File: src/hppc_pkg.sv
/*
  Shared constants, types and register map of the hub downstream port power
  and charging controller. Assumes a 20 MHz system clock and four ports.
*/
package hppc_pkg;

  localparam int HPPC_NPORT = 4;
  localparam int HPPC_CLK_PERIOD_NS = 50;
  localparam int HPPC_CLK_MHZ = 20;

  // Strap pins are left undriven this long before they are sampled.
  localparam int HPPC_STRAP_NS = 1000;
  localparam int HPPC_STRAP_CYC = (HPPC_STRAP_NS + HPPC_CLK_PERIOD_NS - 1) / HPPC_CLK_PERIOD_NS;
  // Dwell of each step of the automatic charging sequence.
  localparam int HPPC_DWELL_US = 100000;
  localparam int HPPC_DWELL_CYC = HPPC_DWELL_US * HPPC_CLK_MHZ;

  // Word index of each register; byte address is four times the index.
  localparam logic [3:0] HPPC_CTRL_IDX = 4'h0;
  localparam logic [3:0] HPPC_STAT_IDX = 4'h1;
  localparam logic [3:0] HPPC_INT_IDX = 4'h2;
  localparam logic [3:0] HPPC_MASK_IDX = 4'h3;
  localparam logic [3:0] HPPC_CHG_IDX = 4'h4;

  localparam logic [31:0] HPPC_CTRL_RST = 32'h0000_0400;
  localparam logic [5:0] HPPC_INT_RST = 6'h00;
  localparam int HPPC_INT_W = 6;
  localparam int HPPC_INT_SEQ_BIT = 4;
  localparam int HPPC_INT_CONN_BIT = 5;

  // Charge selection used while the upstream port is not connected.
  localparam logic [2:0] HPPC_SEL_DCP = 3'h0;
  localparam logic [2:0] HPPC_SEL_DIV1 = 3'h1;
  localparam logic [2:0] HPPC_SEL_DIV2 = 3'h2;
  localparam logic [2:0] HPPC_SEL_DIV3 = 3'h3;
  localparam logic [2:0] HPPC_SEL_AUTO = 3'h4;

  typedef enum logic [1:0] {
    HPPC_SPD_SS,
    HPPC_SPD_HS,
    HPPC_SPD_FS,
    HPPC_SPD_LS
  } hppc_speed_e;

  typedef enum logic [2:0] {
    HPPC_CHG_OFF,
    HPPC_CHG_CDP,
    HPPC_CHG_DCP,
    HPPC_CHG_DIV1,
    HPPC_CHG_DIV2,
    HPPC_CHG_DIV3
  } hppc_chg_e;

  typedef enum logic {
    HPPC_ST_STRAP,
    HPPC_ST_RUN
  } hppc_state_e;

  // Layout of the control register.
  typedef struct packed {
    logic [20:0] rsvd_hi;
    logic [2:0] chg_sel;
    logic [2:0] rsvd_lo;
    logic ganged;
    logic [3:0] pwr_req;
  } hppc_ctrl_s;

endpackage

File: src/hppc_sync2.sv
/*
  Two-stage level synchroniser for a vector of asynchronous inputs.
  Assumes one clock and a synchronous active-high reset; resets to all ones,
  which is the idle level of active-low fault inputs.
*/
`timescale 1ns/1ps
module hppc_sync2 import hppc_pkg::*; #(
  parameter int W = HPPC_NPORT
) (
  input wire logic sys_clk_i,
  input wire logic rst_i,
  input wire logic [W-1:0] async_i,
  output logic [W-1:0] sync_o
);

  logic [W-1:0] meta_ff;
  logic [W-1:0] sync_ff;

  // Only the second stage is read outside; the first may be metastable.
  genvar g;
  generate
    for (g = 0; g < W; g++) begin : g_bit
      always_ff @(posedge sys_clk_i) begin
        if (rst_i) begin
          meta_ff[g] <= 1'b1;
          sync_ff[g] <= 1'b1;
        end else begin
          meta_ff[g] <= async_i[g];
          sync_ff[g] <= meta_ff[g];
        end
      end
    end
  endgenerate

  assign sync_o = sync_ff;

endmodule

File: src/hppc_top.sv
/*
  Downstream port power and charging controller of a four-port hub, with an
  Avalon-MM register slave and one level interrupt.
  Assumes one 20 MHz clock, inputs synchronous to it except the fault inputs,
  which are synchronised here, and an external pad that resolves each strap pin
  from its output and output enable.
*/
`timescale 1ns/1ps
module hppc_top import hppc_pkg::*; #(
  parameter int DWELL_CYC = HPPC_DWELL_CYC
) (
  input wire logic sys_clk_i,
  input wire logic rst_i,
  input wire logic [3:0] avs_address_i,
  input wire logic avs_read_i,
  input wire logic avs_write_i,
  input wire logic [31:0] avs_writedata_i,
  input wire logic [3:0] avs_byteenable_i,
  output logic [31:0] avs_readdata_o,
  output logic avs_waitrequest_o,
  input wire logic up_connected_i,
  input wire hppc_speed_e up_speed_i,
  input wire logic [3:0] port_power_on_charge_strap_i,
  output logic [3:0] port_power_on_charge_strap_o,
  output logic [3:0] port_power_on_charge_strap_oe_o,
  input wire logic [3:0] overcurrent_inputs_n_i,
  output logic ds_ss_en_o,
  output logic ds_hs_en_o,
  output logic [3:0][2:0] chg_mode_o,
  output logic irq_o
);

  logic [3:0] oc_n_sync;
  logic [31:0] ctrl_ff;
  logic [31:0] nxt_ctrl;
  hppc_ctrl_s ctrl;
  hppc_state_e st_ff;
  logic [4:0] strap_cnt_ff;
  logic [3:0] strap_ff;
  logic [3:0] trip_ff;
  logic [3:0] nxt_trip;
  logic [3:0] pwr_ff;
  logic [3:0] pwr_want;
  logic [3:0] oe_ff;
  logic [3:0] oc_act;
  logic [3:0] oc_prev_ff;
  logic [3:0] oc_evt;
  logic ss_en_ff;
  logic hs_en_ff;
  logic [3:0][2:0] chg_ff;
  logic [3:0][2:0] nxt_chg;
  hppc_chg_e seq_ff;
  hppc_chg_e nxt_seq;
  hppc_chg_e uncon_mode;
  logic [21:0] dwell_ff;
  logic seq_run;
  logic seq_step;
  logic seq_done;
  logic conn_prev_ff;
  logic [HPPC_INT_W-1:0] int_ff;
  logic [HPPC_INT_W-1:0] mask_ff;
  logic [HPPC_INT_W-1:0] int_set;
  logic [HPPC_INT_W-1:0] int_clr;
  logic irq_ff;
  logic wait_ff;
  logic [31:0] rdata_ff;
  logic [31:0] rdata_mux;
  logic [31:0] be_mask;
  logic acc;
  logic wr_ctrl;
  logic wr_int;
  logic wr_mask;
  logic run;
  logic any_req;
  logic slow_link;
  logic strap_done;

  // Fault inputs pass two flops before anything looks at them.
  hppc_sync2 #(.W(HPPC_NPORT)) u_oc_sync (
    .sys_clk_i(sys_clk_i),
    .rst_i(rst_i),
    .async_i(overcurrent_inputs_n_i),
    .sync_o(oc_n_sync)
  );

  // Bus decode: an access is completed on the cycle waitrequest is low.
  assign acc = (avs_read_i | avs_write_i) & wait_ff;
  assign be_mask = {{8{avs_byteenable_i[3]}}, {8{avs_byteenable_i[2]}},
                    {8{avs_byteenable_i[1]}}, {8{avs_byteenable_i[0]}}};
  assign wr_ctrl = avs_write_i & ~wait_ff & (avs_address_i == HPPC_CTRL_IDX);
  assign wr_int = avs_write_i & ~wait_ff & (avs_address_i == HPPC_INT_IDX);
  assign wr_mask = avs_write_i & ~wait_ff & (avs_address_i == HPPC_MASK_IDX);
  assign nxt_ctrl = (ctrl_ff & ~be_mask) | (avs_writedata_i & be_mask);
  assign ctrl = hppc_ctrl_s'(ctrl_ff);

  // Unmapped addresses read as zero and ignore writes.
  assign rdata_mux =
    (avs_address_i == HPPC_CTRL_IDX) ? ctrl_ff :
    (avs_address_i == HPPC_STAT_IDX) ? {16'h0000, strap_done, up_speed_i, up_connected_i,
                                        strap_ff, oc_act, pwr_ff} :
    (avs_address_i == HPPC_INT_IDX) ? {26'h0000000, int_ff} :
    (avs_address_i == HPPC_MASK_IDX) ? {26'h0000000, mask_ff} :
    (avs_address_i == HPPC_CHG_IDX) ? {20'h00000, chg_ff} : 32'h0000_0000;

  // One wait cycle per access keeps read data registered.
  always_ff @(posedge sys_clk_i) begin
    if (rst_i) begin
      wait_ff <= 1'b1;
      rdata_ff <= 32'h0000_0000;
    end else begin
      wait_ff <= ~acc;
      if (acc && avs_read_i) begin
        rdata_ff <= rdata_mux;
      end
    end
  end

  // Control and mask registers, byte-lane writable.
  always_ff @(posedge sys_clk_i) begin
    if (rst_i) begin
      ctrl_ff <= HPPC_CTRL_RST;
      mask_ff <= HPPC_INT_RST;
    end else begin
      if (wr_ctrl) begin
        ctrl_ff <= nxt_ctrl & 32'h0000_071f;
      end
      if (wr_mask && avs_byteenable_i[0]) begin
        mask_ff <= avs_writedata_i[HPPC_INT_W-1:0];
      end
    end
  end

  // Start-up: strap pins are inputs until sampled, then become power enables.
  assign strap_done = (st_ff == HPPC_ST_RUN);
  assign run = strap_done;
  always_ff @(posedge sys_clk_i) begin
    if (rst_i) begin
      st_ff <= HPPC_ST_STRAP;
      strap_cnt_ff <= 5'h00;
      strap_ff <= 4'h0;
      oe_ff <= 4'h0;
    end else begin
      case (st_ff)
        HPPC_ST_STRAP: begin
          strap_cnt_ff <= strap_cnt_ff + 5'h01;
          if (strap_cnt_ff == 5'(HPPC_STRAP_CYC - 1)) begin
            strap_ff <= port_power_on_charge_strap_i;
            oe_ff <= 4'hf;
            st_ff <= HPPC_ST_RUN;
          end
        end
        HPPC_ST_RUN: begin
          oe_ff <= 4'hf;
        end
        default: begin
          st_ff <= HPPC_ST_STRAP;
        end
      endcase
    end
  end

  // Fault level and trip latches; a trip holds until the request is dropped.
  assign oc_act = ~oc_n_sync & {4{run}};
  assign oc_evt = oc_act & ~oc_prev_ff;
  assign any_req = |ctrl.pwr_req;
  assign nxt_trip = ctrl.ganged ?
    ((|oc_act) | ((|trip_ff) & any_req) ? 4'hf : 4'h0) :
    (oc_act | (trip_ff & ctrl.pwr_req));
  // Ganged power follows any request and drops when none remain or on a trip.
  assign pwr_want = ctrl.ganged ? {4{any_req & ~(|nxt_trip)}} :
                    (ctrl.pwr_req & ~nxt_trip);

  always_ff @(posedge sys_clk_i) begin
    if (rst_i) begin
      trip_ff <= 4'h0;
      pwr_ff <= 4'h0;
      oc_prev_ff <= 4'h0;
    end else begin
      trip_ff <= nxt_trip;
      oc_prev_ff <= oc_act;
      pwr_ff <= run ? pwr_want : 4'h0;
    end
  end

  // Speed restriction follows the upstream link.
  assign slow_link = (up_speed_i == HPPC_SPD_FS) | (up_speed_i == HPPC_SPD_LS);
  always_ff @(posedge sys_clk_i) begin
    if (rst_i) begin
      ss_en_ff <= 1'b0;
      hs_en_ff <= 1'b0;
    end else begin
      ss_en_ff <= run & ~slow_link & (up_speed_i != HPPC_SPD_HS);
      hs_en_ff <= run & ~slow_link;
    end
  end

  // Automatic sequence runs only unconnected with auto selected; it restarts
  // at divider three whenever that stops holding, and rests in DCP.
  assign seq_run = ~up_connected_i & (ctrl.chg_sel == HPPC_SEL_AUTO) & (|(pwr_ff & strap_ff));
  assign seq_step = seq_run & (seq_ff != HPPC_CHG_DCP) & (dwell_ff == 22'(DWELL_CYC - 1));
  always_comb begin
    nxt_seq = seq_ff;
    case (seq_ff)
      HPPC_CHG_DIV3: nxt_seq = HPPC_CHG_DIV2;
      HPPC_CHG_DIV2: nxt_seq = HPPC_CHG_DIV1;
      HPPC_CHG_DIV1: nxt_seq = HPPC_CHG_DCP;
      default: nxt_seq = HPPC_CHG_DCP;
    endcase
  end
  assign seq_done = seq_step & (nxt_seq == HPPC_CHG_DCP);

  always_ff @(posedge sys_clk_i) begin
    if (rst_i || !seq_run) begin
      seq_ff <= HPPC_CHG_DIV3;
      dwell_ff <= 22'h000000;
    end else if (seq_step) begin
      seq_ff <= nxt_seq;
      dwell_ff <= 22'h000000;
    end else if (seq_ff != HPPC_CHG_DCP) begin
      dwell_ff <= dwell_ff + 22'h000001;
    end
  end

  // Fixed selections; the auto case takes the sequencer's step.
  assign uncon_mode =
    (ctrl.chg_sel == HPPC_SEL_AUTO) ? seq_ff :
    (ctrl.chg_sel == HPPC_SEL_DIV1) ? HPPC_CHG_DIV1 :
    (ctrl.chg_sel == HPPC_SEL_DIV2) ? HPPC_CHG_DIV2 :
    (ctrl.chg_sel == HPPC_SEL_DIV3) ? HPPC_CHG_DIV3 : HPPC_CHG_DCP;

  // Per-port charge mode: only strapped, powered ports charge at all.
  genvar p;
  generate
    for (p = 0; p < HPPC_NPORT; p++) begin : g_port
      assign nxt_chg[p] = (!strap_ff[p] || !pwr_want[p] || !run) ? HPPC_CHG_OFF :
                          up_connected_i ? HPPC_CHG_CDP : uncon_mode;
    end
  endgenerate

  always_ff @(posedge sys_clk_i) begin
    if (rst_i) begin
      chg_ff <= {4{HPPC_CHG_OFF}};
    end else begin
      chg_ff <= nxt_chg;
    end
  end

  // Sticky status: hardware set wins over a write-one clear in the same cycle.
  assign int_set = {(up_connected_i != conn_prev_ff) & run, seq_done, oc_evt};
  assign int_clr = (wr_int && avs_byteenable_i[0]) ? avs_writedata_i[HPPC_INT_W-1:0] :
                   {HPPC_INT_W{1'b0}};
  always_ff @(posedge sys_clk_i) begin
    if (rst_i) begin
      int_ff <= HPPC_INT_RST;
      conn_prev_ff <= 1'b0;
      irq_ff <= 1'b0;
    end else begin
      int_ff <= (int_ff & ~int_clr) | int_set;
      conn_prev_ff <= up_connected_i;
      irq_ff <= |(((int_ff & ~int_clr) | int_set) & mask_ff);
    end
  end

  assign avs_readdata_o = rdata_ff;
  assign avs_waitrequest_o = wait_ff;
  assign port_power_on_charge_strap_o = pwr_ff;
  assign port_power_on_charge_strap_oe_o = oe_ff;
  assign ds_ss_en_o = ss_en_ff;
  assign ds_hs_en_o = hs_en_ff;
  assign chg_mode_o = chg_ff;
  assign irq_o = irq_ff;

  // Checks on the behaviour above.
  slow_link_a: assert property (
    @(posedge sys_clk_i) disable iff (rst_i)
    slow_link |=> (!ds_ss_en_o && !ds_hs_en_o))
    else $error("fast downstream speed left on behind a slow upstream link");

  indiv_pwr_a: assert property (
    @(posedge sys_clk_i) disable iff (rst_i)
    (run && !ctrl.ganged && !(|oc_act) && !(|trip_ff)) |=> (pwr_ff == $past(ctrl.pwr_req)))
    else $error("individual port power does not follow the request");

  oc_isolate_a: assert property (
    @(posedge sys_clk_i) disable iff (rst_i)
    (run && !ctrl.ganged && oc_act[0] && !(|oc_act[3:1]) && !(|trip_ff))
      |=> (!pwr_ff[0] && pwr_ff[3:1] == $past(ctrl.pwr_req[3:1])))
    else $error("over-current did not isolate only its own port");

  ganged_on_a: assert property (
    @(posedge sys_clk_i) disable iff (rst_i)
    (run && ctrl.ganged && any_req && !(|oc_act) && !(|trip_ff)) |=> (pwr_ff == 4'hf))
    else $error("ganged power not applied to all ports");

  ganged_oc_a: assert property (
    @(posedge sys_clk_i) disable iff (rst_i)
    (ctrl.ganged && (|oc_act)) |=> (pwr_ff == 4'h0) [*2])
    else $error("ganged over-current did not remove all power");

  cdp_conn_a: assert property (
    @(posedge sys_clk_i) disable iff (rst_i)
    (run && up_connected_i && strap_ff[1] && pwr_want[1]) |=> (chg_mode_o[1] == HPPC_CHG_CDP))
    else $error("connected charging port not in CDP");

  seq_start_a: assert property (
    @(posedge sys_clk_i) disable iff (rst_i)
    ($rose(seq_run)) |-> (seq_ff == HPPC_CHG_DIV3 && dwell_ff == 22'h000000))
    else $error("automatic sequence did not start at divider three");

  seq_end_a: assert property (
    @(posedge sys_clk_i) disable iff (rst_i)
    (seq_ff == HPPC_CHG_DCP && seq_run) |=> (seq_ff == HPPC_CHG_DCP))
    else $error("automatic sequence left DCP while still running");

  reset_quiet_a: assert property (
    @(posedge sys_clk_i)
    rst_i |=> (pwr_ff == 4'h0 && oe_ff == 4'h0 && !irq_o && chg_ff == {4{HPPC_CHG_OFF}}))
    else $error("outputs active during reset");

  strap_hold_a: assert property (
    @(posedge sys_clk_i) disable iff (rst_i)
    !strap_done |-> (port_power_on_charge_strap_oe_o == 4'h0 && pwr_ff == 4'h0))
    else $error("power enabled before strap sampling finished");

endmodule

File: config.mk
export PLATFORM = sky130hd
export DESIGN_NAME = hppc_top
export DESIGN_NICKNAME = d
export VERILOG_FILES = /design/src/hppc_pkg.sv /design/src/hppc_sync2.sv /design/src/hppc_top.sv
export SDC_FILE = /design/constraint.sdc
export NUM_CORES = 1
export LEC_CHECK = 0
export ABC_AREA = 1
export ABC_CLOCK_PERIOD_IN_PS = 1900
export BUFFER_PORTS_ARGS = -buffer_cell sky130_fd_sc_hd__buf_2
export CAP_MARGIN = 20
export CORE_MARGIN = 2
export CORE_UTILIZATION = 54
export DETAILED_ROUTE_END_ITERATION = 8
export PLACE_DENSITY = 0.9
export SYNTH_ARGS = -nofsm -noshare
export SYNTH_HDL_FRONTEND = slang
export SYNTH_SLANG_ARGS = --single-unit
File: constraint.sdc
create_clock -name sys_clk_i -period 1.9 [get_ports sys_clk_i]
set_input_delay 0.285 -clock sys_clk_i [delete_from_list [all_inputs] [get_ports sys_clk_i]]
set_output_delay 0.285 -clock sys_clk_i [all_outputs]
set_load 0.01 [all_outputs]
==> metrics, run 1 <==
synthesized area per cell=7.56 µm²; worst voltage drop across the vdd grid=around 0.5 mV; Reg clk slew, reported paths=around 0.11 ns; path class of the lowest-slack min-delay path=in2reg; number of standard cells in the final layout excluding fillers=between 800 and 900; Total Wirelength=about 11,000 µm; starting utilization of the core area=0.558; commonest cells after routing, fill and taps aside=nand2_1, dfxtp_1, inv_1; max-slew violation count=0; first-iteration detailed-routing DRC count=about 330; hold_sp=up_speed_i[0]; Worst setup SP type=flop; switching share of power=0.243; iteration count of the initial detailed-routing pass=5; count of pins on the block boundary=roughly 110; worst setup path startpoint=dwell_ff[0]; worst path cell trace=ha_1, nand2_1, nor3_1, nand2_1, nor2_1, nand3_2, nand2_8, inv_4, o21ai_0, a21oi_1; switching power=slightly below 1 mW; crit path kind=reg2reg; drc violations=0; Final Skew=roughly 0.0095 ns; Hold Violations, Final=0; sum of negative setup slack=0 ns; width of the chip=between 90 and 100 µm; area of the die=9790 µm²; result of the run=completed; Max Buffers Root-to-Sink=2; cell internal power dissipation=3.01 mW; sequential group share of total power=0.583; post-layout min period=approximately 1.8 ns; Tcrit/Tclk final=0.939; placeable core region=between 8000 and 9000 µm²; number of buffers inserted during clock tree synthesis=9; antenna fix cells=0; source of the worst register-to-register timing path=dwell_ff[0]; Mapped Cells=644; flip-flop and latch count after synthesis=roughly 110; CP required=roughly 2.2 ns; H-tree lvl count=3; reported leakage power=approximately 2.4 nW; count of unique library cells instantiated by Yosys=46; number of cells on the worst hold path=2; Post-synth EDFFs=0; synthesized cell area=around 4900 µm²; TritonCTS sink count=approximately 110; number of nets at the end of the flow=roughly 770; hpwl dp=8680 µm; Sequential cell area=between 2000 and 2500 µm²; FP Rows=34; most common cell after layout, fill and taps aside=nand2_1; portion of total power attributed to the clock network=0.367; height of the chip=between 90 and 100 µm; Yosys warnings=0; post-placement cell count=between 800 and 900; number of post-CTS setup repair buffers=0; critical path endpoint category=flop; highest cell delay on the worst timing path=between 0.3 and 0.4 ns; Total Routing Usage GR=0.235; Critical Path Fanout Max=16; count of antenna-violating nets left after detailed routing=0; most frequent CP cell=nand2_1; routed vias/inst=approximately 5.3; GR Overflow Total=0; combinational share of power=0.050; crit path DAT=between 2 and 2.5 ns; hold bufs inserted after CTS=0; RSZ-0062 raised after global routing=false; total setup violations reported at the end of the flow=0; async set-reset flop share out of synthesis=0; pwr dens=728 nW/µm²; max-capacitance violation count=0; Most used DFF post-synth=dfxtp_1; wire length of the first global-routing pass=approximately 19,000 µm; GP Congestion=0.951; number of fillers in the final layout=around 750; Clock Root Buffer=clkbuf_8; ratio of cells with drive above 1 in the final layout=0.196; Port Buffers=just under 70; multi-input logic area=approximately 2200 µm²; via count of the first global-routing pass=around 4,000; Area Growth Syn to Fin=12.3%; library cell contributing the largest single delay on the critical path=dfxtp_1; count of vias placed by the detailed router=between 4,000 and 5,000; clock tree from TritonCTS=done; worst r2r path cells=10; part of the Yosys area used for sequential elements=0.448; antenna violations before repair=0; pin count of the biggest net entering global routing=29; source-to-sink clock delay at the later pin of the worst-skew pair=approximately 0.38 ns; wire length per cell after detailed routing=~14 µm; maximum clock rate=roughly 560 MHz
[critical path: cells and delay by family (launching register included)]
kind	cells	cell delay (ns)
AOI/OAI and AO/OA	2	0.13
DFF	1	0.38
adders and majority gates	1	0.18
and+or+nand+nor	6	0.88
buffers and inverters	1	0.07
[synthesized netlist by cell type (4+ instances only)]
master,n,share of area
dfxtp_1,109,0.45
nor2_2,6,0.0077
or2_2,10,0.013
nand4_1,9,0.012
nor2_1,72,0.056
nor3_1,16,0.016
xor2_1,4,0.0072
o211ai_1,6,0.0093
inv_1,74,0.057
nand3_1,14,0.014
buf_4,19,0.029
inv_2,4,0.0031
buf_2,6,0.0062
clkbuf_1,6,0.0046
nand2_1,128,0.099
o21ai_0,43,0.044
nor3_2,5,0.010
a21oi_1,65,0.067
[power by group through the flow]
stage | sequential, mW | clock [mW] | combinational, mW
final | 2.32 | 1.46 | 0.199
after global routing | 2.33 | 1.58 | 0.224
after CTS | 2.32 | 1.48 | 0.197
after detailed placement | 2.37 | 0 | 0.197
after global placement | 2.37 | 0 | 0.190
after floorplan | 2.38 | 0 | 0.135
[path summary, 6_finish.rpt]
check	to	slack, ns
worst max register to register	dwell_ff[12]	0.11
worst min register to register	u_oc_sync.sync_o[1]	0.42
worst max-delay path	dwell_ff[12]	0.11
worst min-delay path	ds_ss_en_o	0.08
[layer usage]
metal | wire, µm | part of all wire | track usage | up-vias
met5 | 0 | 0 | 0 | -
met4 | 164 | 0.014 | 0.0727 | 0
met3 | 938 | 0.082 | 0.0369 | 14
met2 | 4980 | 0.44 | 0.357 | 189
met1 | 5290 | 0.47 | 0.346 | 2019
li1 | - | - | - | 2190
[logic make-up (layout without fill, tap and decap cells)]
family,after synthesis,in the layout,synth area share
other cells,1,16,0.000771
simple gates,282,282,0.277
compound gates,129,129,0.145
buf+inv,116,178,0.115
fa+ha+maj,2,2,0.00514
xor+xnor,5,5,0.00900
flops,109,109,0.448
[cell type report]
| type | count | area share |
|---|---|---|
| Inverter | 80 | 0.0563 |
| Sequential cell | 109 | 0.399 |
| Clock inverter | 7 | 0.0151 |
| Clock buffer | 9 | 0.0227 |
| Tap cell | 108 | 0.0247 |
| Multi-Input combinational cell | 434 | 0.401 |
| Timing Repair Buffer | 82 | 0.0811 |
[registers in the layout, summed over array words and instances (netlist names), named ones only]
signal                           count
dwell_ff                            22
u_oc_sync.sync_o                     4
avs_readdata_o                      16
ds_hs_en_o                           1
avs_waitrequest_o                    1
conn_prev_ff                         1
u_oc_sync.meta_ff                    4
port_power_on_charge_strap_oe_o      1
run                                  1
mask_ff                              6
ds_ss_en_o                           1
strap_cnt_ff                         5
port_power_on_charge_strap_o         4
oc_prev_ff                           4
trip_ff                              4
seq_ff                               3
irq_o                                1
chg_mode_o                          12
strap_ff                             4
int_ff                               6
[stage by stage]
| stage | cell area [µm²] | utilization | hold WS [ns] | total power, mW | worst slack [ns] |
|---|---|---|---|---|---|
| finish | 5460 | 0.626 | 0.0775 | 3.98 | 0.115 |
| floorplan | 4920 | - | 0.357 | 2.51 | 0.441 |
| global placement | 5250 | 0.602 | 0.394 | 2.56 | 0.224 |
| detailed placement | 5250 | 0.602 | 0.393 | 2.57 | 0.152 |
| global route | 5460 | 0.626 | 0.0754 | 4.13 | 0.00329 |
| CTS | 5450 | 0.625 | 0.0734 | 4.00 | 0.123 |
[repair_timing]
item,in CTS,in global routing
gates resized for setup,0,1
endpoints found under the hold margin,0,0
setup endpoints to repair,0,2
Note: power is estimated with default switching activity, not from simulation.
==> run 2: changes to the inputs <==
--- a/config.mk
+++ b/config.mk
@@ -5,14 +5,13 @@
 export SDC_FILE = /design/constraint.sdc
 export NUM_CORES = 1
 export LEC_CHECK = 0
-export ABC_AREA = 1
 export ABC_CLOCK_PERIOD_IN_PS = 1900
 export BUFFER_PORTS_ARGS = -buffer_cell sky130_fd_sc_hd__buf_2
 export CAP_MARGIN = 20
 export CORE_MARGIN = 2
-export CORE_UTILIZATION = 54
+export CORE_UTILIZATION = 35
 export DETAILED_ROUTE_END_ITERATION = 8
-export PLACE_DENSITY = 0.9
+export PLACE_DENSITY = 0.66
 export SYNTH_ARGS = -nofsm -noshare
 export SYNTH_HDL_FRONTEND = slang
 export SYNTH_SLANG_ARGS = --single-unit
==> metrics, run 2 <==
part of the Yosys area used for sequential elements=0.462 (was 0.448); worst path cell trace=nor4b_1, nand4_1, buf_4, nor3_2, o21ai_1, a21o_1 (was ha_1, nand2_1, nor3_1, nand2_1, nor2_1, nand3_2, nand2_8, inv_4, o21ai_0, a21oi_1); max-slew violation count=0 (unchanged); total setup violations reported at the end of the flow=0 (unchanged); Port Buffers=69 (unchanged); Reg clk slew, reported paths=0.07 ns (was 0.11 ns); CP Depth=6 (was 10); endpoint of the worst register-to-register path=seq_ff[2] (was dwell_ff[12]); count of pins on the block boundary=111 (unchanged); GR Overflow Total=0 (unchanged); Area Growth Syn to Fin=19.9% (was 12.3%); starting utilization of the core area=0.358 (was 0.558); sum of negative setup slack=0 ns (unchanged); source-to-sink clock delay at the later pin of the worst-skew pair=0.35 ns (was 0.38 ns); commonest cells in the synthesized netlist=dfxtp_1, nor2_1, nand2_1 (was nand2_1, dfxtp_1, inv_1); ratio of cells with drive above 1 in the final layout=0.217 (was 0.196); count leader, synth=dfxtp_1 (was nand2_1); area post-placement=5370 µm² (was 5250 µm²); pin count of the biggest net entering global routing=41 (was 29); crit path kind=reg2reg (unchanged); Post-synth EDFFs=0 (unchanged); register containing the most flip-flops in the final layout=dwell_ff (unchanged); antenna fix cells=0 (unchanged); fraction of synthesized cell area taken by the top area cell type=0.462 (was 0.448); maximum clock rate=558 MHz (was 560 MHz); number of nets at the end of the flow=686 (was 773); source of the worst register-to-register timing path=dwell_ff[13] (was dwell_ff[0]); Reg2Reg Setup Slack=0.11 ns (about the same); combinational share of power=0.051 (was 0.050); area of the die=14,400 µm² (was 9790 µm²); worst setup path startpoint=dwell_ff[13] (was dwell_ff[0]); H-tree lvl count=3 (unchanged); FP Rows=42 (was 34); Max Buffers Root-to-Sink=2 (unchanged); Hold Violations, Final=0 (unchanged); count of vias placed by the detailed router=4,045 (was 4,412); Largest register FFs=22 (unchanged); antenna violations before repair=1 (was 0); Total Wirelength=11,900 µm (was 11,400 µm); Worst setup SP type=flop (unchanged); crit path DAT=2.03 ns (was 2.05 ns); via count of the first global-routing pass=3,941 (was 4,015); endpoint of the most critical setup path=seq_ff[2] (was dwell_ff[12]); power after layout=4.34 mW (was 3.98 mW); Critical Path Fanout Max=5 (was 16); count of antenna-violating nets left after detailed routing=0 (unchanged); Most used DFF post-synth=dfxtp_1 (unchanged); routed vias/inst=5.01 (was 5.32); wire length of the first global-routing pass=19,300 µm (was 18,600 µm); final worst hold slack=0.103 ns (was 0.0775 ns); worst r2r path cells=6 (was 10); reported leakage power=2.31 nW (was 2.40 nW); critical path endpoint category=flop (unchanged); post-layout min period=1.79 ns (about the same); path class of the lowest-slack min-delay path=in2reg (unchanged); number of buffers inserted during clock tree synthesis=9 (unchanged); iteration count of the initial detailed-routing pass=5 (unchanged); library cell contributing the largest single delay on the critical path=nor4b_1 (was dfxtp_1); wire length per cell after detailed routing=14.7 µm (was 13.7 µm); placeable core region=13,200 µm² (was 8720 µm²); Clock Root Buffer=clkbuf_16 (was clkbuf_8); relative max-transition margin=0.653; pwr dens=766 nW/µm² (was 728 nW/µm²); portion of total power attributed to the clock network=0.414 (was 0.367); CP required=2.14 ns (was 2.17 ns); Final Skew=0.00910 ns (was 0.00946 ns); flip-flop and latch count after synthesis=109 (unchanged); Tcrit/Tclk final=0.943 (was 0.939); cell area after layout=5670 µm² (was 5460 µm²); Total Routing Usage GR=0.170 (was 0.235); slew of the pin with the lowest slew margin=just over 0.5 ns; result of the run=completed (unchanged); final design utilization=0.430 (was 0.626); synthesized cell area=4730 µm² (was 4870 µm²); kind of cell with the highest combined delay on the critical path=simple AND/OR/NAND/NOR gates (unchanged); synth top area cells=dfxtp_1, nor2_1, mux2i_1 (was dfxtp_1, nand2_1, a21oi_1); cell type with the largest total area after synthesis=dfxtp_1 (unchanged); async set-reset flop share out of synthesis=0 (unchanged); worst voltage drop across the vdd grid=0.523 mV (was 0.511 mV); sequential group share of total power=0.535 (was 0.583); switching power=942 µW (was 967 µW); height of the chip=120 µm (was 98.9 µm); drc violations=0 (unchanged); hpwl dp=9200 µm (was 8680 µm); synthesized area per cell=8.74 µm² (was 7.56 µm²); Mapped Cells=541 (was 644); width of the chip=120 µm (was 98.9 µm); hold_sp=up_speed_i[0] (unchanged); count of unique library cells instantiated by Yosys=61 (was 46); most common cell after layout, fill and taps aside=dfxtp_1 (was nand2_1); GP Congestion=0.887 (was 0.951); max-capacitance violation count=0 (unchanged); cell internal power dissipation=3.40 mW (was 3.01 mW); commonest cells after routing, fill and taps aside=dfxtp_1, nor2_1, buf_2 (was nand2_1, dfxtp_1, inv_1); TritonCTS sink count=109 (unchanged); highest cell delay on the worst timing path=0.38 ns (about the same); worst path buffer plus inverter count=1 (unchanged); clock tree from TritonCTS=done (unchanged); first-iteration detailed-routing DRC count=221 (was 333); switching share of power=0.217 (was 0.243); Yosys warnings=0 (unchanged); number of post-CTS setup repair buffers=0 (unchanged)
## run 2: cells by family (layout without fill, tap and decap cells)
family | after synthesis | in the layout | synth area share
adder cells (fa/ha/maj) | 2 | 2 | 0.00529
buffers and inverters | 58 | 134 | 0.0622
XOR/XNOR | 26 | 26 | 0.0482
multiplexers | 20 | 20 | 0.0429
AO/OA/AOI/OAI | 86 | 86 | 0.125
flip-flops | 109 | 109 | 0.462
other | 1 | 16 | 0.000794
AND/OR/NAND/NOR | 239 | 239 | 0.254
## run 2: area by class of cell
cell class | instances | area, µm²
multi-input combinational | 389 | 2320
clock buffer | 10 | 229
inverter | 17 | 63.8
sequential | 109 | 2180
clock inverter | 4 | 51.3
tap | 176 | 220
fill | 1333 | 7520
timing repair buffer | 103 | 601
## run 2: worst register-to-register path: cells and delay by family, from the launching register on
kind	cells	cell delay, ns
AO/OA/AOI/OAI	2	0.29
flip-flops	1	0.35
buffers and inverters	1	0.21
AND/OR/NAND/NOR	3	0.83
## run 2: stage by stage
stage | cells | setup slack (ns)
after floorplan | 556 | 0.197
after global placement | 794 | 0.0682
final | 808 | 0.108
after global routing | 808 | -0.0253
after detailed placement | 794 | 0.0283
after CTS | 808 | 0.0242
## run 2: worst min path at each step
stage	to	cells past startpoint
6_report	ds_ss_en_o	2
5_1_grt	ds_ss_en_o	2
4_1_cts	ds_ss_en_o	2
3_5_place_dp	u_oc_sync.sync_o[2]	1
3_3_place_gp	u_oc_sync.sync_o[3]	1
2_1_floorplan	ds_hs_en_o	1
## run 2: timing repair
item,in CTS,in global routing
hold buffers,0,0
resized for setup,0,2
endpoints found under the setup margin,0,8
## run 2: power groups by stage
| stage | clock (mW) | combinational [mW] | sequential (mW) |
|---|---|---|---|
| global placement | 0 | 0.219 | 2.37 |
| finish | 1.80 | 0.222 | 2.32 |
| global route | 1.95 | 0.242 | 2.32 |
| detailed placement | 0 | 0.222 | 2.37 |
| CTS | 1.86 | 0.223 | 2.32 |
| floorplan | 0 | 0.150 | 2.38 |
## run 2: layer usage
metal	wire [µm]	track usage	part of all wire	up-vias
met2	5830	0.285	0.49	103
met5	0	0	0	-
met4	360	0.0625	0.030	0
met3	662	0.0495	0.056	29
met1	5040	0.207	0.42	1913
li1	-	-	-	2000
==> run 3: changes to the inputs <==
--- a/config.mk
+++ b/config.mk
@@ -5,13 +5,13 @@
 export SDC_FILE = /design/constraint.sdc
 export NUM_CORES = 1
 export LEC_CHECK = 0
-export ABC_CLOCK_PERIOD_IN_PS = 1900
+export ABC_CLOCK_PERIOD_IN_PS = 2110
 export BUFFER_PORTS_ARGS = -buffer_cell sky130_fd_sc_hd__buf_2
 export CAP_MARGIN = 20
 export CORE_MARGIN = 2
-export CORE_UTILIZATION = 35
+export CORE_UTILIZATION = 48
 export DETAILED_ROUTE_END_ITERATION = 8
-export PLACE_DENSITY = 0.66
+export PLACE_DENSITY = 0.83
 export SYNTH_ARGS = -nofsm -noshare
 export SYNTH_HDL_FRONTEND = slang
 export SYNTH_SLANG_ARGS = --single-unit
==> constraint.sdc (replaced) <==
create_clock -name sys_clk_i -period 2.11 [get_ports sys_clk_i]
set_input_delay 0.3165 -clock sys_clk_i [delete_from_list [all_inputs] [get_ports sys_clk_i]]
set_output_delay 0.3165 -clock sys_clk_i [all_outputs]
set_load 0.01 [all_outputs]
==> metrics, run 3 (synthesized netlist as in run 2, its figures left out) <==
result of the run=completed (unchanged); total setup violations reported at the end of the flow=0 (unchanged); starting utilization of the core area=0.488 (was 0.358); RSZ-0062 raised after global routing=false; via count of the first global-routing pass=3,651 (was 3,941); crit path DAT=2.17 ns (was 2.03 ns); worst r2r path cells=5 (was 6); drc violations=0 (unchanged); first-iteration detailed-routing DRC count=227 (was 221); height of the chip=103 µm (was 120 µm); GP Congestion=0.955 (was 0.887); antenna violations before repair=0 (was 1); critical path endpoint category=flop (unchanged); endpoint of the worst register-to-register path=seq_ff[2] (unchanged); number of post-CTS setup repair buffers=0 (unchanged); worst path cell trace=or3b_4, a211o_4, nor3_2, o21ai_1, a21o_1 (was nor4b_1, nand4_1, buf_4, nor3_2, o21ai_1, a21o_1); reported leakage power=2.18 nW (was 2.31 nW); Area Growth Syn to Fin=14.0% (was 19.9%); Largest register FFs=22 (unchanged); pwr dens=674 nW/µm² (was 766 nW/µm²); H-tree lvl count=3 (unchanged); hold bufs inserted after CTS=0 (unchanged); maximum clock rate=524 MHz (was 558 MHz); switching power=781 µW (was 942 µW); sequential group share of total power=0.575 (was 0.535); hold_sp=up_speed_i[0] (unchanged); area of the die=10,700 µm² (was 14,400 µm²); library cell contributing the largest single delay on the critical path=or3b_4 (was nor4b_1); sum of negative setup slack=0 ns (unchanged); commonest cells after routing, fill and taps aside=dfxtp_1, nor2_1, buf_2 (unchanged); Clock Root Buffer=clkbuf_8 (was clkbuf_16); max-capacitance violation count=0 (unchanged); Max Buffers Root-to-Sink=2 (unchanged); number of buffers inserted during clock tree synthesis=9 (unchanged); portion of total power attributed to the clock network=0.372 (was 0.414); area post-placement=5170 µm² (was 5370 µm²); worst path buffer plus inverter count=0 (was 1); Total Wirelength=11,100 µm (was 11,900 µm); most common cell after layout, fill and taps aside=dfxtp_1 (unchanged); highest cell delay on the worst timing path=0.43 ns (was 0.38 ns); cell area after layout=5390 µm² (was 5670 µm²); Reg clk slew, reported paths=0.09 ns (was 0.07 ns); ratio of cells with drive above 1 in the final layout=0.187 (was 0.217); CP required=2.37 ns (was 2.14 ns); combinational share of power=0.053 (was 0.051); pin count of the biggest net entering global routing=46 (was 41); width of the chip=103 µm (was 120 µm); register containing the most flip-flops in the final layout=dwell_ff (unchanged); Critical Path Fanout Max=5 (unchanged); worst voltage drop across the vdd grid=0.453 mV (was 0.523 mV); kind of cell with the highest combined delay on the critical path=simple AND/OR/NAND/NOR gates (unchanged); path class of the lowest-slack min-delay path=in2reg (unchanged); count of pins on the block boundary=111 (unchanged); cell internal power dissipation=2.85 mW (was 3.40 mW); power after layout=3.63 mW (was 4.34 mW); number of cells on the worst hold path=2 (unchanged); wire length of the first global-routing pass=17,700 µm (was 19,300 µm); destination of the worst hold path=ds_ss_en_o (unchanged); relative max-transition margin=0.561 (was 0.653); routed vias/inst=5.29 (was 5.01); antenna fix cells=0 (unchanged); count of antenna-violating nets left after detailed routing=0 (unchanged); clock tree from TritonCTS=done (unchanged); TritonCTS sink count=109 (unchanged); Hold Violations, Final=0 (unchanged); Port Buffers=69 (unchanged); hpwl dp=8420 µm (was 9200 µm); iteration count of the initial detailed-routing pass=4 (was 5); crit path kind=reg2reg (unchanged); FP Rows=36 (was 42); Tcrit/Tclk final=0.904 (was 0.943); Reg2Reg Setup Slack=0.20 ns (was 0.11 ns); Total Routing Usage GR=0.214 (was 0.170); CP Depth=5 (was 6); slew of the pin with the lowest slew margin=0.652 ns (was 0.515 ns); Worst setup SP type=flop (unchanged); GR Overflow Total=0 (unchanged); max-slew violation count=0 (unchanged); post-layout min period=1.91 ns (was 1.79 ns); CTS resizes=0 (unchanged); count of vias placed by the detailed router=3,955 (was 4,045); Final Skew=0.00838 ns (was 0.00910 ns); wire length per cell after detailed routing=14.9 µm (was 14.7 µm); source-to-sink clock delay at the later pin of the worst-skew pair=0.36 ns (was 0.35 ns); number of nets at the end of the flow=666 (was 686); switching share of power=0.215 (was 0.217); placeable core region=9680 µm² (was 13,200 µm²)
==> run 3: changes by cell type in the layout (fill, tap and decap cells not counted), sizes merged <==
| cell | delta |
|---|---|
| clkinv | -1 |
| bufinv | +1 |
| buf | -20 |
| clkinvlp | -1 |
| clkbuf | +3 |
==> run 3: power groups by stage <==
stage	clock (mW)	sequential, mW	combinational, mW
after floorplan	0	2.14	0.135
after global placement	0	2.14	0.186
after detailed placement	0	2.14	0.189
after CTS	1.39	2.09	0.191
after global routing	1.48	2.09	0.212
final	1.35	2.09	0.191
==> run 3: worst max path at each step <==
| stage | startpoint | to | slack, ns |
|---|---|---|---|
| after floorplan | avs_address_i[3] | flop | 0.38 |
| after global placement | flop | irq_o | 0.27 |
| after detailed placement | flop | irq_o | 0.23 |
| after CTS | flop | irq_o | 0.21 |
| after global routing | flop | seq_ff[2] | 0.15 |
| final | flop | seq_ff[2] | 0.20 |
==> run 3: routing by layer <==
metal	share of wire	global-route usage	vias to the layer above
met4	0.020	0.0709	0
met2	0.52	0.391	118
met5	0	0	-
met1	0.41	0.251	1864
li1	-	-	1953
met3	0.056	0.0403	20
==> run 3: layout make-up <==
type,count,area (µm²)
multi-input cells,389,2310
clock inverters,3,68.8
repair buffers,83,450
clock buffers,13,149
well taps,133,166
flip-flops and latches,109,2180
fillers,860,4300
inverters,17,63.8
==> run 3: per-stage QoR <==
stage,setup WS (ns),utilization,std cells,hold WS (ns)
detailed placement,0.235,0.534,731,0.396
CTS,0.213,0.556,747,0.107
finish,0.203,0.556,747,0.123
global route,0.149,0.556,747,0.113
global placement,0.267,0.534,731,0.398
floorplan,0.375,-,556,0.389
